$ cat config.mk
export PLATFORM = sky130hd
export DESIGN_NAME = lfm_top
export DESIGN_NICKNAME = d
export VERILOG_FILES = /design/src/shared/lfm_pkg.sv /design/src/hw/lfm_gpo.sv /design/src/hw/lfm_chan.sv /design/src/hw/lfm_top.sv
export VERILOG_INCLUDE_DIRS = /design/src /design/src/shared
export SDC_FILE = /design/constraint.sdc
export NUM_CORES = 1
export LEC_CHECK = 0
export BUFFER_PORTS_ARGS = -buffer_cell sky130_fd_sc_hd__buf_2
export CAP_MARGIN = 40
export CORE_UTILIZATION = 35
export CTS_BUF_LIST = sky130_fd_sc_hd__clkbuf_16
export CTS_CLUSTER_SIZE = 24
export DETAILED_ROUTE_END_ITERATION = 16
export PLACE_DENSITY_LB_ADDON = 0.08
export SYNTH_ARGS = -nofsm -noshare
export SYNTH_HDL_FRONTEND = slang
export SYNTH_HIERARCHICAL = 1
export SYNTH_SLANG_ARGS = --single-unit
$ cat constraint.sdc
create_clock -name clock -period 3 [get_ports clock]
set_input_delay 0.3 -clock clock [delete_from_list [all_inputs] [get_ports clock]]
set_output_delay 0.3 -clock clock [all_outputs]
set_load 0.005 [all_outputs]
$ cat src/shared/lfm_consts.svh
`ifndef LFM_CONSTS_SVH
`define LFM_CONSTS_SVH
// number of led channels
`define LFM_NCH        10
// fault status bit positions
`define LFM_F_INOC     0
`define LFM_F_UVP      1
`define LFM_F_TWARN    2
`define LFM_F_OTP      3
`define LFM_F_FREQ     4
`define LFM_F_SWLIM1   5
`define LFM_F_SWLIM2   6
`define LFM_F_OVP      7
`define LFM_F_DIODE    8
`define LFM_F_GSTART   9
`define LFM_F_GRUN     10
`define LFM_F_SSHORT   11
`define LFM_NFLT       12
// reset values
`define LFM_FLT_RST    12'h000
`define LFM_CH_RST     10'h000
// open/short test settle time in ns and clock period in ns
`define LFM_TEST_NS    1000
`define LFM_CLK_NS     10
`endif

$ cat src/shared/lfm_pkg.sv
package lfm_pkg;
  // fault detector inputs travelling together
  typedef struct packed {
    logic       in_oc;      // input sense node overcurrent
    logic       undervoltage_protect;        // undervoltage_protect
    logic       twarn;      // temperature warning
    logic       thermal_shutdown; // die above shutdown level
    logic       freq_pin_short;   // frequency_set_pin short
    logic       swlim1;     // primary switch limit
    logic       swlim2;     // secondary switch limit
    logic       overvoltage_protect;        // overvoltage_protect
    logic       ovp_hyst;   // output still above resume level
    logic       diode;      // secondary overvoltage at switch node
  } lfm_det_s;

  // supervisor states
  typedef enum logic [2:0] {
    LFM_IDLE   = 3'b000,
    LFM_CHECK  = 3'b001,
    LFM_RUN    = 3'b010,
    LFM_TEST   = 3'b011,
    LFM_LATCH  = 3'b100
  } lfm_state_e;
endpackage

$ cat src/hw/lfm_gpo.sv
`timescale 1ns/1ps
`include "lfm_consts.svh"
module lfm_gpo
  import lfm_pkg::*;
#(
  parameter int NFLT = `LFM_NFLT
)(
  input  wire logic            clock,   // system clock
  input  wire logic            rst_n,   // async reset
  input  wire logic [NFLT-1:0] status,  // live fault status
  input  wire logic [NFLT-1:0] sel,     // bits mirrored on pin
  output logic                 pin_o,   // pin output value (low)
  output logic                 pin_oe   // pin driven low when high
);
  logic hit_ff;

  // any selected status bit pulls the open-drain pin low
  always_ff @(posedge clock or negedge rst_n)
  begin
    if (!rst_n)
      hit_ff <= 1'b0;
    else
      hit_ff <= |(status & sel);
  end

  assign pin_o  = 1'b0;
  assign pin_oe = hit_ff;
endmodule

$ cat src/hw/lfm_chan.sv
`timescale 1ns/1ps
`include "lfm_consts.svh"
module lfm_chan
  import lfm_pkg::*;
(
  input  wire logic clock,      // system clock
  input  wire logic rst_n,      // async reset
  input  wire logic clr,        // clears latched channel state
  input  wire logic enabled,    // channel enabled by user
  input  wire logic pwm_start,  // pulse at each pwm cycle start
  input  wire logic over_thr,   // pin above short-detect threshold
  input  wire logic auto_rst,   // string short auto restart
  input  wire logic mark_open,  // pulse: channel judged open
  output logic      short_ff,   // string short active
  output logic      open_ff,    // removed from regulation
  output logic      sink_ok     // sink may conduct
);
  // string short: drop at once, recheck at next pwm cycle
  always_ff @(posedge clock or negedge rst_n)
  begin
    if (!rst_n)
      short_ff <= 1'b0;
    else if (enabled && over_thr)
      short_ff <= 1'b1;
    else if (clr || (pwm_start && auto_rst))
      short_ff <= 1'b0;
  end

  // open channel stays out of regulation until cleared
  always_ff @(posedge clock or negedge rst_n)
  begin
    if (!rst_n)
      open_ff <= 1'b0;
    else if (mark_open)
      open_ff <= 1'b1;
    else if (clr)
      open_ff <= 1'b0;
  end

  assign sink_ok = enabled && !short_ff && !open_ff && !over_thr;
endmodule

$ cat src/hw/lfm_top.sv
`timescale 1ns/1ps
`include "lfm_consts.svh"
// Notes on behaviour
// - input overcurrent latches everything off, flag low
// - undervoltage stops boost and sinks, programmable restart
// - temperature warning derates current, no flag
// - overtemperature stops boost, sinks; auto restart
// - frequency pin short stops boost and sinks, programmable restart
// - primary limit truncates present switch cycle only
// - secondary limit latches everything off
// - overvoltage regulated: stop boost, sinks stay, hysteresis
// - unregulated string tested: open dropped, short latches
// - open diode latches off, flag only while present
// - startup ground short withholds power-up, flags
// - string short drops channel, recheck next pwm
// - unreachable regulation at startup treated as open
// - programmable faults select latch or auto restart
// - twelve fault status bits readable
// - two open-drain outputs mirror selected status
module lfm_top
  import lfm_pkg::*;
#(
  parameter int NCH     = `LFM_NCH,
  parameter int NFLT    = `LFM_NFLT,
  parameter int TEST_CY = `LFM_TEST_NS / `LFM_CLK_NS
)(
  input  wire logic            clock,        // 100 MHz clock
  input  wire logic            rst_n,        // power-on reset, low
  input  wire logic            en,           // enable pin level
  input  wire lfm_det_s        det,          // fault detectors
  input  wire logic [NCH-1:0]  ch_en,        // channels enabled
  input  wire logic [NCH-1:0]  ch_reg,       // channel in regulation
  input  wire logic [NCH-1:0]  ch_gnd,       // pin below ground level
  input  wire logic [NCH-1:0]  ch_short,     // above short threshold
  input  wire logic            pwm_start,    // pwm cycle start pulse
  input  wire logic            softstart,    // startup ramp active
  input  wire logic [NFLT-1:0] latch_sel,    // 1 = latch, per fault
  input  wire logic [NFLT-1:0] sel_one,      // mirror on output one
  input  wire logic [NFLT-1:0] sel_two,      // mirror on output two
  output logic                 in_sw_en,     // input disconnect on
  output logic                 boost_en,     // boost may switch
  output logic                 boost_trunc,  // end present on-time
  output logic                 derate,       // reduce led current
  output logic [NCH-1:0]       sink_en,      // per-channel sink on
  output logic                 fault_n,      // fault output, low
  output logic [NFLT-1:0]      fault_sts,    // fault status bits
  output logic [NCH-1:0]       open_sts,     // channels found open
  output logic [NCH-1:0]       gnd_sts,      // channels shorted
  output logic                 status_output_one_o,  // pin value
  output logic                 status_output_one_oe, // pin driven
  output logic                 status_output_two_o,  // pin value
  output logic                 status_output_two_oe  // pin driven
);
  localparam logic [15:0] TEST_LEN = 16'(TEST_CY);
  // faults whose latch or restart behaviour cannot be programmed
  localparam logic [NFLT-1:0] FIX_LAT =
    NFLT'((1 << `LFM_F_INOC) | (1 << `LFM_F_SWLIM2) | (1 << `LFM_F_DIODE));
  localparam logic [NFLT-1:0] FIX_AUTO =
    NFLT'((1 << `LFM_F_TWARN) | (1 << `LFM_F_OTP) | (1 << `LFM_F_SWLIM1));

  lfm_state_e         state_ff;
  lfm_state_e         nxt_state;
  logic               en_ff;
  logic               clr;
  logic [NFLT-1:0]    sticky_ff;
  logic [NFLT-1:0]    live;
  logic [15:0]        tcnt_ff;
  logic [NCH-1:0]     short_v;
  logic [NCH-1:0]     open_v;
  logic [NCH-1:0]     ok_v;
  logic [NCH-1:0]     mark_open;
  logic [NCH-1:0]     gnd_ff;
  logic               ovp_hold_ff;
  logic               diode_ff;
  logic               lat_hard;
  logic               stop_boost;
  logic               stop_sink;
  logic               unreg;

  // enable rise clears latches
  always_ff @(posedge clock or negedge rst_n)
  begin
    if (!rst_n)
      en_ff <= 1'b0;
    else
      en_ff <= en;
  end
  assign clr = en && !en_ff;

  // detector levels gathered into status positions
  always_comb
  begin
    live                 = `LFM_FLT_RST;
    live[`LFM_F_INOC]    = det.in_oc;
    live[`LFM_F_UVP]     = det.undervoltage_protect;
    live[`LFM_F_TWARN]   = det.twarn;
    live[`LFM_F_OTP]     = det.thermal_shutdown;
    live[`LFM_F_FREQ]    = det.freq_pin_short;
    live[`LFM_F_SWLIM1]  = det.swlim1;
    live[`LFM_F_SWLIM2]  = det.swlim2;
    live[`LFM_F_OVP]     = det.overvoltage_protect;
    live[`LFM_F_DIODE]   = det.diode;
    live[`LFM_F_GSTART]  = (state_ff == LFM_CHECK) && |(ch_gnd & ch_en);
    live[`LFM_F_GRUN]    = |gnd_ff;
    live[`LFM_F_SSHORT]  = |short_v;
  end

  // sticky flags: set wins over clear; non-latch faults follow level
  always_ff @(posedge clock or negedge rst_n)
  begin
    if (!rst_n)
      sticky_ff <= `LFM_FLT_RST;
    else
      for (int i = 0; i < NFLT; i++)
        if (live[i])
          sticky_ff[i] <= 1'b1;
        else if (clr || FIX_AUTO[i] || (!latch_sel[i] && !FIX_LAT[i]))
          sticky_ff[i] <= 1'b0;
  end

  // faults that latch regardless of programming
  assign lat_hard = sticky_ff[`LFM_F_INOC] || sticky_ff[`LFM_F_SWLIM2]
                 || diode_ff || (|gnd_ff);

  // open diode latch separate: flag follows only the live condition
  always_ff @(posedge clock or negedge rst_n)
  begin
    if (!rst_n)
      diode_ff <= 1'b0;
    else if (det.diode)
      diode_ff <= 1'b1;
    else if (clr)
      diode_ff <= 1'b0;
  end

  // overvoltage hold until output under resume level
  always_ff @(posedge clock or negedge rst_n)
  begin
    if (!rst_n)
      ovp_hold_ff <= 1'b0;
    else if (det.overvoltage_protect)
      ovp_hold_ff <= 1'b1;
    else if (!det.ovp_hyst)
      ovp_hold_ff <= 1'b0;
  end

  assign unreg = |(ch_en & ~ch_reg & ~open_v);

  // supervisor sequence
  always_comb
  begin
    nxt_state = state_ff;
    case (state_ff)
      LFM_IDLE:  if (en) nxt_state = LFM_CHECK;
      LFM_CHECK: if (!live[`LFM_F_GSTART]) nxt_state = LFM_RUN;
      LFM_RUN:   if (det.overvoltage_protect && unreg) nxt_state = LFM_TEST;
      LFM_TEST:  if (tcnt_ff == TEST_LEN) nxt_state = LFM_RUN;
      LFM_LATCH: if (clr) nxt_state = LFM_CHECK;
      default:   nxt_state = LFM_IDLE;
    endcase
    if (state_ff != LFM_IDLE && !en && state_ff != LFM_LATCH)
      nxt_state = LFM_IDLE;
    if (lat_hard && state_ff != LFM_LATCH)
      nxt_state = LFM_LATCH;
  end

  always_ff @(posedge clock or negedge rst_n)
  begin
    if (!rst_n)
      state_ff <= LFM_IDLE;
    else
      state_ff <= nxt_state;
  end

  // settle timer for the open/short test
  always_ff @(posedge clock or negedge rst_n)
  begin
    if (!rst_n)
      tcnt_ff <= 16'h0000;
    else if (state_ff == LFM_TEST)
      tcnt_ff <= tcnt_ff + 16'h0001;
    else
      tcnt_ff <= 16'h0000;
  end

  // verdict at end of test: ground short latches, else open
  always_ff @(posedge clock or negedge rst_n)
  begin
    if (!rst_n)
      gnd_ff <= `LFM_CH_RST;
    else if (state_ff == LFM_TEST && tcnt_ff == TEST_LEN)
      gnd_ff <= gnd_ff | (ch_en & ~ch_reg & ~open_v & ch_gnd);
    else if (clr)
      gnd_ff <= `LFM_CH_RST;
  end

  always_comb
  begin
    mark_open = `LFM_CH_RST;
    if (state_ff == LFM_TEST && tcnt_ff == TEST_LEN)
      mark_open = ch_en & ~ch_reg & ~ch_gnd;
    else if (softstart && det.overvoltage_protect)
      mark_open = ch_en & ~ch_reg & ~ch_gnd;
  end

  // per-channel short and open tracking
  for (genvar c = 0; c < NCH; c++)
  begin : g_ch
    lfm_chan u_ch (
      .clock     (clock),
      .rst_n     (rst_n),
      .clr       (clr),
      .enabled   (ch_en[c]),
      .pwm_start (pwm_start),
      .over_thr  (ch_short[c]),
      .auto_rst  (!latch_sel[`LFM_F_SSHORT]),
      .mark_open (mark_open[c]),
      .short_ff  (short_v[c]),
      .open_ff   (open_v[c]),
      .sink_ok   (ok_v[c])
    );
  end

  // most restrictive action across active faults
  assign stop_boost = sticky_ff[`LFM_F_UVP] || det.thermal_shutdown
                   || sticky_ff[`LFM_F_FREQ] || ovp_hold_ff
                   || state_ff == LFM_TEST;
  assign stop_sink  = sticky_ff[`LFM_F_UVP] || det.thermal_shutdown
                   || sticky_ff[`LFM_F_FREQ];

  always_ff @(posedge clock or negedge rst_n)
  begin
    if (!rst_n)
    begin
      in_sw_en <= 1'b0;
      boost_en <= 1'b0;
      sink_en  <= `LFM_CH_RST;
      derate   <= 1'b0;
      fault_n  <= 1'b1;
    end
    else
    begin
      in_sw_en <= en && !sticky_ff[`LFM_F_INOC]
               && !sticky_ff[`LFM_F_SWLIM2] && !diode_ff;
      boost_en <= state_ff == LFM_RUN && !stop_boost && !lat_hard;
      sink_en  <= (state_ff == LFM_RUN || state_ff == LFM_TEST)
               && !stop_sink && !lat_hard ? ok_v : `LFM_CH_RST;
      derate   <= det.twarn;
      fault_n  <= !(sticky_ff[`LFM_F_INOC] || sticky_ff[`LFM_F_UVP]
               || det.thermal_shutdown || sticky_ff[`LFM_F_FREQ]
               || sticky_ff[`LFM_F_SWLIM2] || ovp_hold_ff
               || det.diode || live[`LFM_F_GSTART]
               || (|gnd_ff) || sticky_ff[`LFM_F_SSHORT]);
    end
  end

  assign boost_trunc = det.swlim1;
  assign fault_sts   = sticky_ff;
  assign open_sts    = open_v;
  assign gnd_sts     = gnd_ff;

  lfm_gpo u_status_output_one (
    .clock  (clock),
    .rst_n  (rst_n),
    .status (sticky_ff),
    .sel    (sel_one),
    .pin_o  (status_output_one_o),
    .pin_oe (status_output_one_oe)
  );

  lfm_gpo u_status_output_two (
    .clock  (clock),
    .rst_n  (rst_n),
    .status (sticky_ff),
    .sel    (sel_two),
    .pin_o  (status_output_two_o),
    .pin_oe (status_output_two_oe)
  );
endmodule

Word-level counts from Yosys, hierarchy flattened:

Cells that the tools add are included.

* bitwise gates (word level): 11
* equality and inequality tests: 12
* mux-type cells: 56
* reduce and logical (&&, ||, !) cells: 164
* $add $sub $neg: 1

Operators by type and width (count)
* $reduce_bool 2->1: 30
* $logic_and 1x1->1: 56
* $and 10x10->10: 5
* $mux 10: 5
* $logic_not 1->1: 45
* $mux 1: 42
* $reduce_or 10->1: 4
* $not 10->10: 3
* $and 12x12->12: 2
* $logic_or 1x1->1: 24
* $reduce_or 12->1: 2
* $mux 3: 7
* $add 16x1->16 const B: 1
* $eq 16x7->1 const B: 1
* $mux 16: 1
* $pmux 3 s5: 1
* $ne 4x4->1 const B: 3
* $or 10x10->10: 1
* $eq 3x2->1 const B: 2
* $reduce_and 5->1: 1
* $ne 4x2->1 const B: 1
* $ne 4x3->1 const B: 1
* $eq 3x1->1 const B: 1
* $eq 3x3->1 const B: 1
* 4 further kinds: 4

* logic and storage cells: 286
* flip-flop bits (word level): 79

Logic depth before layout (Yosys ltp):

Gate-level depths: netlist of the first run.

* word-level depth: 10
* mapped depth: 8

Hierarchy:

The synthesis of the first run kept the hierarchy.

By module, submodules not included
* lfm_top: area each 2640.0 µm², sequential area each 1402.6 µm², times used 1, cells an instance 233
* lfm_chan: area each 90.1 µm², sequential area each 50.0 µm², times used 10, cells an instance 7
* lfm_gpo: area each 112.6 µm², sequential area each 25.0 µm², times used 2, cells an instance 10

Worst setup path after synthesis of the first run:

OpenSTA, ideal clock, no wires.

* path kind: flip-flop to flip-flop
* start point: reg tcnt_ff[0]
* end point: reg g_ch[0].u_ch.open_ff
* path slack: 1.373 ns
* cell stages (with the launch flop): 9
* setup time: 0.064 ns
* data arrival time: 1.563 ns
* cell sequence: dfrtp_1 -> inv_1 -> ha_1 -> nor4b_1 -> nand4_1 -> nor2_2 -> a21oi_4 -> nor4b_2 -> a21o_1

* word-level cells in the longest chain between the ends: 4

RTL lines
* from (decl): line lfm_top.sv:67 `logic [15:0] tcnt_ff;`
* from (signal assigned): line lfm_top.sv:181 `tcnt_ff <= tcnt_ff + 16'h0001;`
* $eq 16x7->1 (*): line lfm_top.sv:200 `if (state_ff == LFM_TEST && tcnt_ff == TEST_LEN)`
* $logic_and 1x1->1 (*): line lfm_top.sv:200
* $mux 10 (*): line lfm_top.sv:200
* via mark_open[0]: line lfm_top.sv:71 `logic [NCH-1:0] mark_open;`
* $mux 1 / $reduce_bool 2->1 (equally long branches)
* to (signal assigned): line lfm_chan.sv:33 `open_ff <= 1'b0;`
* to (signal assigned): line lfm_chan.sv:35 `open_ff <= 1'b1;`
* to (signal assigned): line lfm_chan.sv:37 `open_ff <= 1'b0;`
* to (decl): line lfm_chan.sv:15 `output logic open_ff,`

Mark *: on every way through the listed nets, which the timed path passes. The rest lies on a longest branch.
A chain may end at the register's enable or synchronous reset.

Final worst setup path of the first run:

* start point: reg tcnt_ff[0]
* end point: reg g_ch[1].u_ch.open_ff

* word-level cells in the longest chain between the ends: 4

RTL lines (line)
* $eq 16x7->1 (*): lfm_top.sv:200
* $logic_and 1x1->1 (*): lfm_top.sv:200
* $mux 10 (*): lfm_top.sv:200
* via mark_open[1]: lfm_top.sv:71
* $mux 1 / $reduce_bool 2->1 (equally long branches)
* to (signal assigned): lfm_chan.sv:33
* to (signal assigned): lfm_chan.sv:35
* to (signal assigned): lfm_chan.sv:37
* to (decl): lfm_chan.sv:15

Marked as above.

==> results of run 1 <==
## cell type report
| type | instances | area [sq um] |
|---|---|---|
| Clock buffer | 9 | 225 |
| Tap cell | 136 | 170 |
| Timing Repair Buffer | 139 | 736 |
| Clock inverter | 7 | 65.1 |
| Sequential cell | 78 | 1950 |
| Fill cell | 990 | 5470 |
| Multi-Input combinational cell | 218 | 1690 |
| Inverter | 18 | 67.6 |
## flip-flops by register name, summed over array words and instances (netlist names)
name,cells
ovp_hold_ff,1
fault_n,1
fault_sts,12
gnd_sts,10
u_status_output_two/pin_oe,1
tcnt_ff,16
state_ff,3
g_ch.u_ch/short_ff,10
g_ch.u_ch/open_ff,10
u_status_output_one/pin_oe,1
sink_en,10
en_ff,1
boost_en,1
in_sw_en,1
## layer usage
layer  routed length (um)  vias to the layer above
li1                     -                     1499
met1                 4870                     1575
met5                    0                        -
met3                  659                        8
met4                   77                        0
met2                 4730                      101
## power breakdown
part / switching (W) / internal (W)
Sequential: 0.0000606 / 0.00110
Clock: 0.000439 / 0.000638
Combinational: 0.000144 / 0.000143
## through the flow
stage	std cells	worst slack [ps]	hold WS, ps
floorplan	323	1370	4.41
global placement	587	1010	410
detailed placement	588	967	270
CTS	605	956	65.0
global route	605	769	73.3
finish	605	974	73.6
## worst min path at each step
stage	startpoint	to	slack, ps	cells past startpoint
6_report	det[7]	fault_sts[2]	70	1
5_1_grt	det[7]	fault_sts[2]	70	1
4_1_cts	det[7]	fault_sts[2]	60	1
3_5_place_dp	rst_n	sink_en[3]	270	1
3_3_place_gp	det[7]	fault_sts[2]	410	1
2_1_floorplan	rst_n	boost_en	4	0
## kinds of logic after synthesis
kind of cell,count (synthesis),share of synthesized area
AND/OR/NAND/NOR,134,0.247
flip-flops,78,0.519
AO/OA/AOI/OAI,67,0.162
buffers and inverters,27,0.0336
XOR/XNOR,12,0.0279
adder cells (fa/ha/maj),2,0.00664
other,2,0.00199
multiplexers,1,0.00266
## cells in the mapped netlist, drive strengths merged (2+ instances only)
library cell / n / area share
a22o: 6 / 0.014
nor2: 23 / 0.024
nor3: 9 / 0.013
nor3b: 10 / 0.020
a32o: 20 / 0.053
xor2: 5 / 0.012
a31o: 4 / 0.0093
and2: 11 / 0.018
nor4: 9 / 0.017
inv: 18 / 0.018
nand3: 11 / 0.016
xnor2: 7 / 0.016
or3: 3 / 0.0050
buf: 8 / 0.015
conb: 2 / 0.0020
nor4b: 22 / 0.084
o21ai: 3 / 0.0050
a221oi: 6 / 0.024
dfrtp: 77 / 0.51
a22oi: 5 / 0.010
nand4: 5 / 0.010
a21o: 14 / 0.028
ha: 2 / 0.0066
and3: 2 / 0.0033
nand2: 20 / 0.020
nand2b: 5 / 0.0083
a21oi: 4 / 0.0083
==> reports/qor.txt, run 1 <==
RePlAce Congestion: 0.817
Reg2Reg Depth: 9
Initial core utilization: 0.363
Reg2reg end: g_ch[1].u_ch/open_ff
First-pass GRT wire length: 16700 um
Cell area after layout: 4900 sq um
DP Area: 4600 sq um
Post-layout nets: 557
Worst-case clock buffer depth: 2
Worst-path clk slew: 60 ps
CP startpoint: tcnt_ff[0]
IO Port Bufs: 133
WP data arrival: 2310 ps
Die area: 11200 sq um
H-tree depth: 3
Post-synth EDFFs: 0
Hold Crit Class: primary input to flip-flop
Layout cells sized above 1: 0.409
Flop2flop setup slack: 970 ps
CORE AREA: 10400 sq um
CP max FO: 11
Pwr/cell area: 514 nW/um^2
GR Layer Usage met1: 0.270
Quantity of hold-fixing buffers added after cts: 1
#FFs+latches synth: 78
Router iterations before antenna repair: 4
Antenna-violating nets left: 0
Cell area after synthesis: 3770 sq um
Lkg Pwr: 2.33 nW
Cells after Synth: 323
Die height: 106 um
Unrepaired setup endpoints after global routing: false
Root buf cell: clkbuf_16
Worst-case clock skew: 9.12 ps
Pin count of the biggest net entering global routing: 50
Most Crowded Layer GR: met2
CTS Buf Count: 9
Worst VDD drop: 0.000244 V
Synth Net Count: 416
Initial antenna violation count: 0
Critical path type: flip-flop to flip-flop
Worst-margin pin slew: 518 ps
Bufs and invs on worst path: 2
Fmax: 494 MHz
Clock Sinks: 78
DRC: 0
Vias: 3183
Sequential-to-total area share from yosys stat: 0.519
Slowest stage delay, CP: 430 ps
CP delay by family, top: simple AND/OR/NAND/NOR gates
Vias in the first global route: 3162
Crit path depth: 9
Critical path cell sequence: inv_1, ha_1, nor4b_1, nand4_1, nor2_2, buf_4, a21oi_4, nor4b_2, a21o_1
Final hold violation count: 0
RR Startpoint: tcnt_ff[0]
Most frequent cells in the layout: 132 x buf_2, 77 x dfrtp_1, 22 x nor2_1
Wirelength per Cell: 17.1 um
Drt via density: 5.26
Setup TNS: 0 ps
GR Util met3: 0.0433
Final min period: 2030 ps
Antenna diodes: 0
Critical-path top delay cell: dfrtp_1
Post-synthesis cell type count: 48
Outcome: finished clean
Final HPWL DP: 7660 um
Syn_area_per_cell: 11.7 sq um
CP Launch Type: flip-flop
CP endpoint kind: flip-flop
GRT overflow: 0
Post-layout util: 0.473
Commonest non-fill, non-tap cell in the layout: buf_2
Clk Latency, worst-skew pair: 340 ps
Routed WL: 10300 um
Total chip power: 0.00252 W
Slew Limit Fails: 0
IO Count: 142
Area growth syn-to-layout: 30.2%
Met2 GRT Util: 0.301
Global-route usage over all layers: 0.192
Asr flop ratio synth: 1.00
Relative slew slack: 0.654
Data required time of the worst path: 3280 ps
Main flop type after synthesis: dfrtp_1
CTS resizes: 0
Die width: 106 um
Setup crit end: g_ch[1].u_ch/open_ff
Initial DRC Count: 118
Period utilisation layout: 0.675
CTS tree: done
# Post-CTS Setup Buffers: 0
Setup Viol. Count Final: 0
Yosys warns: 6
# rows: 37
Max-cap violations: 0
Power figures use the tool's default switching activity.
==> run 2, diff against run 1 <==
==> constraint.sdc (replaced) <==
create_clock -name clock -period 1.7 [get_ports clock]
set_input_delay 0.17 -clock clock [delete_from_list [all_inputs] [get_ports clock]]
set_output_delay 0.17 -clock clock [all_outputs]
set_load 0.005 [all_outputs]
==> run 2 against run 1 <==
The run now ends with negative setup slack left. Routed wire length up 1.5%. Register-to-register slack worse by 990 ps. Critical path depth is 1 lower. Largest cell class unchanged.
==> reports/qor.txt, run 2 (same netlist as run 1, synthesis figures left out) <==
Placed insts: 611 (was 588)
IO Count: 142 (unchanged)
Die area: 11200 sq um (unchanged)
Antenna diodes: 0 (unchanged)
Post-layout nets: 585 (was 557)
Critical path type: flip-flop to flip-flop (unchanged)
Hold Crit Class: primary input to flip-flop (unchanged)
Lkg Pwr: 2.53 nW (was 2.33 nW)
Commonest non-fill, non-tap cell in the layout: buf_2 (unchanged)
CP max FO: 5 (was 11)
IO Port Bufs: 133 (unchanged)
Worst-case clock skew: 9.13 ps (was 9.12 ps)
Routed WL: 10500 um (was 10300 um)
Unrepaired setup endpoints after global routing: true (was false)
Clk Latency, worst-skew pair: 330 ps (was 340 ps)
DRC: 0 (unchanged)
Clock power frac: 0.457 (was 0.427)
# Post-CTS Setup Buffers: 0 (unchanged)
Setup Viol. Count Final: 2 (was 0)
Clock Sinks: 78 (unchanged)
Initial DRC Count: 119 (was 118)
CP startpoint: tcnt_ff[0] (unchanged)
H-tree depth: 3 (unchanged)
Slack of the critical path: -13.5 ps (was 974 ps)
GRT overflow: 0 (unchanged)
Wirelength per Cell: 16.6 um (was 17.1 um)
Worst-path clk slew: 60 ps (about the same)
Area growth syn-to-layout: 38.9% (was 30.2%)
Pwr/cell area: 918 nW/um^2 (was 514 nW/um^2)
Hold_ws: 25.8 ps (was 73.6 ps)
Global-route usage over all layers: 0.193 (was 0.192)
Sw power: 0.00114 W (was 0.000643 W)
Fmax: 584 MHz (was 494 MHz)
Final HPWL DP: 7860 um (was 7660 um)
Pint: 0.00366 W (was 0.00188 W)
Antenna-violating nets left: 0 (unchanged)
CP endpoint kind: flip-flop (unchanged)
Sequential power share: 0.419 (was 0.459)
Router iterations before antenna repair: 4 (unchanged)
CTS tree: done (unchanged)
First-pass GRT wire length: 16600 um (was 16700 um)
# rows: 37 (unchanged)
Worst-margin pin slew: 670 ps (was 518 ps)
CORE AREA: 10400 sq um (unchanged)
Setup crit end: g_ch[9].u_ch/open_ff (was g_ch[1].u_ch/open_ff)
Pin count of the biggest net entering global routing: 41 (was 50)
CP Launch Type: flip-flop (unchanged)
WP data arrival: 1980 ps (was 2310 ps)
Root buf cell: clkbuf_16 (unchanged)
Relative slew slack: 0.550 (was 0.654)
Top reg by flops: tcnt_ff (unchanged)
RePlAce Congestion: 0.810 (was 0.817)
Layout cells sized above 1: 0.447 (was 0.409)
Vias: 3257 (was 3183)
Failing checks: negative setup slack
Hold path depth: 2 (was 1)
Flop2flop setup slack: -10 ps (was 970 ps)
Reg2Reg Depth: 8 (was 9)
Combinational power share: 0.123 (was 0.114)
Largest register FFs: 16 (unchanged)
Worst VDD drop: 0.000477 V (was 0.000244 V)
Slew Limit Fails: 0 (unchanged)
Reg2reg end: g_ch[9].u_ch/open_ff (was g_ch[1].u_ch/open_ff)
Switch share: 0.238 (was 0.255)
RR Startpoint: tcnt_ff[0] (unchanged)
Drt via density: 5.15 (was 5.26)
Final min period: 1710 ps (was 2030 ps)
Die height: 106 um (unchanged)
Final std cells w/o fill: 633 (was 605)
Data required time of the worst path: 1970 ps (was 3280 ps)
Period utilisation layout: 1.01 (was 0.675)
Vias in the first global route: 3235 (was 3162)
Max-cap violations: 0 (unchanged)
Initial antenna violation count: 0 (unchanged)
Most frequent cells in the layout: 132 x buf_2, 77 x dfrtp_1, 26 x buf_4 (was 132 x buf_2, 77 x dfrtp_1, 22 x nor2_1)
Initial core utilization: 0.363 (unchanged)
Die width: 106 um (unchanged)
Worst-case clock buffer depth: 2 (unchanged)
CTS Buf Count: 9 (unchanged)
Final hold violation count: 0 (unchanged)
Outcome: complete, but fails checks (was finished clean)
-- run 2: layout make-up --
cell class	count	area (sq um)
clock inverter	7	114
tap	136	170
fill	997	5140
clock buffer	9	225
sequential	78	1950
inverter	18	67.6
multi-input combinational	219	1750
timing repair buffer	166	948
-- run 2: critical path, cell delays in order, from the launching register on --
cell and delay (ps):
dfrtp_1 370, inv_1 60, ha_2 170, nor4b_4 170, nand4_1 190, nor2_4 200, a21oi_4 90, nor4b_2 270
a21o_1 110
-- run 2: how the worst min path moves through the flow --
stage,to,start,slack [ps]
after floorplan,boost_en,rst_n,-130
after global placement,sink_en[3],rst_n,100
after detailed placement,sink_en[3],rst_n,100
after CTS,fault_sts[0],det[9],20
after global routing,fault_sts[0],det[9],20
final,fault_sts[0],det[9],30
-- run 2: what timing repair did --
| action | in CTS | in global routing |
|---|---|---|
| hold endpoints to repair | 27 | 0 |
| pin swaps | 1 | 2 |
| cloned | 0 | 1 |
| hold buffers | 5 | 0 |
| resized for setup | 3 | 9 |
| setup endpoints to repair | 10 | 33 |
-- run 2: routing by layer --
layer  GRT usage  share of wire
met5           0              0
met4      0.0476         0.0068
met3      0.0421          0.052
met2       0.305           0.47
met1       0.267           0.47
-- run 2: power groups by stage --
| stage | Sequential (W) | Combinational (W) | Clock (W) |
|---|---|---|---|
| 4_1_cts | 0.00201 | 0.000582 | 0.00223 |
| 2_1_floorplan | 0.00204 | 0.000261 | 0 |
| 3_5_place_dp | 0.00205 | 0.000570 | 0 |
| 3_3_place_gp | 0.00204 | 0.000567 | 0 |
| 5_1_grt | 0.00202 | 0.000652 | 0.00233 |
| 6_report | 0.00201 | 0.000593 | 0.00220 |
-- run 2: metrics by stage --
step | area [sq um] | power (W) | setup TNS, ps | utilization | setup WS [ps]
6_report | 5230 | 0.00480 | -13.7 | 0.504 | -13.5
5_1_grt | 5230 | 0.00500 | -2510 | 0.504 | -174
4_1_cts | 5170 | 0.00483 | -18.5 | 0.499 | -17.4
3_5_place_dp | 4770 | 0.00262 | -182 | 0.460 | -36.3
3_3_place_gp | 4770 | 0.00261 | -2.41 | 0.460 | -2.41
2_1_floorplan | 3770 | 0.00230 | 0 | - | 72.9
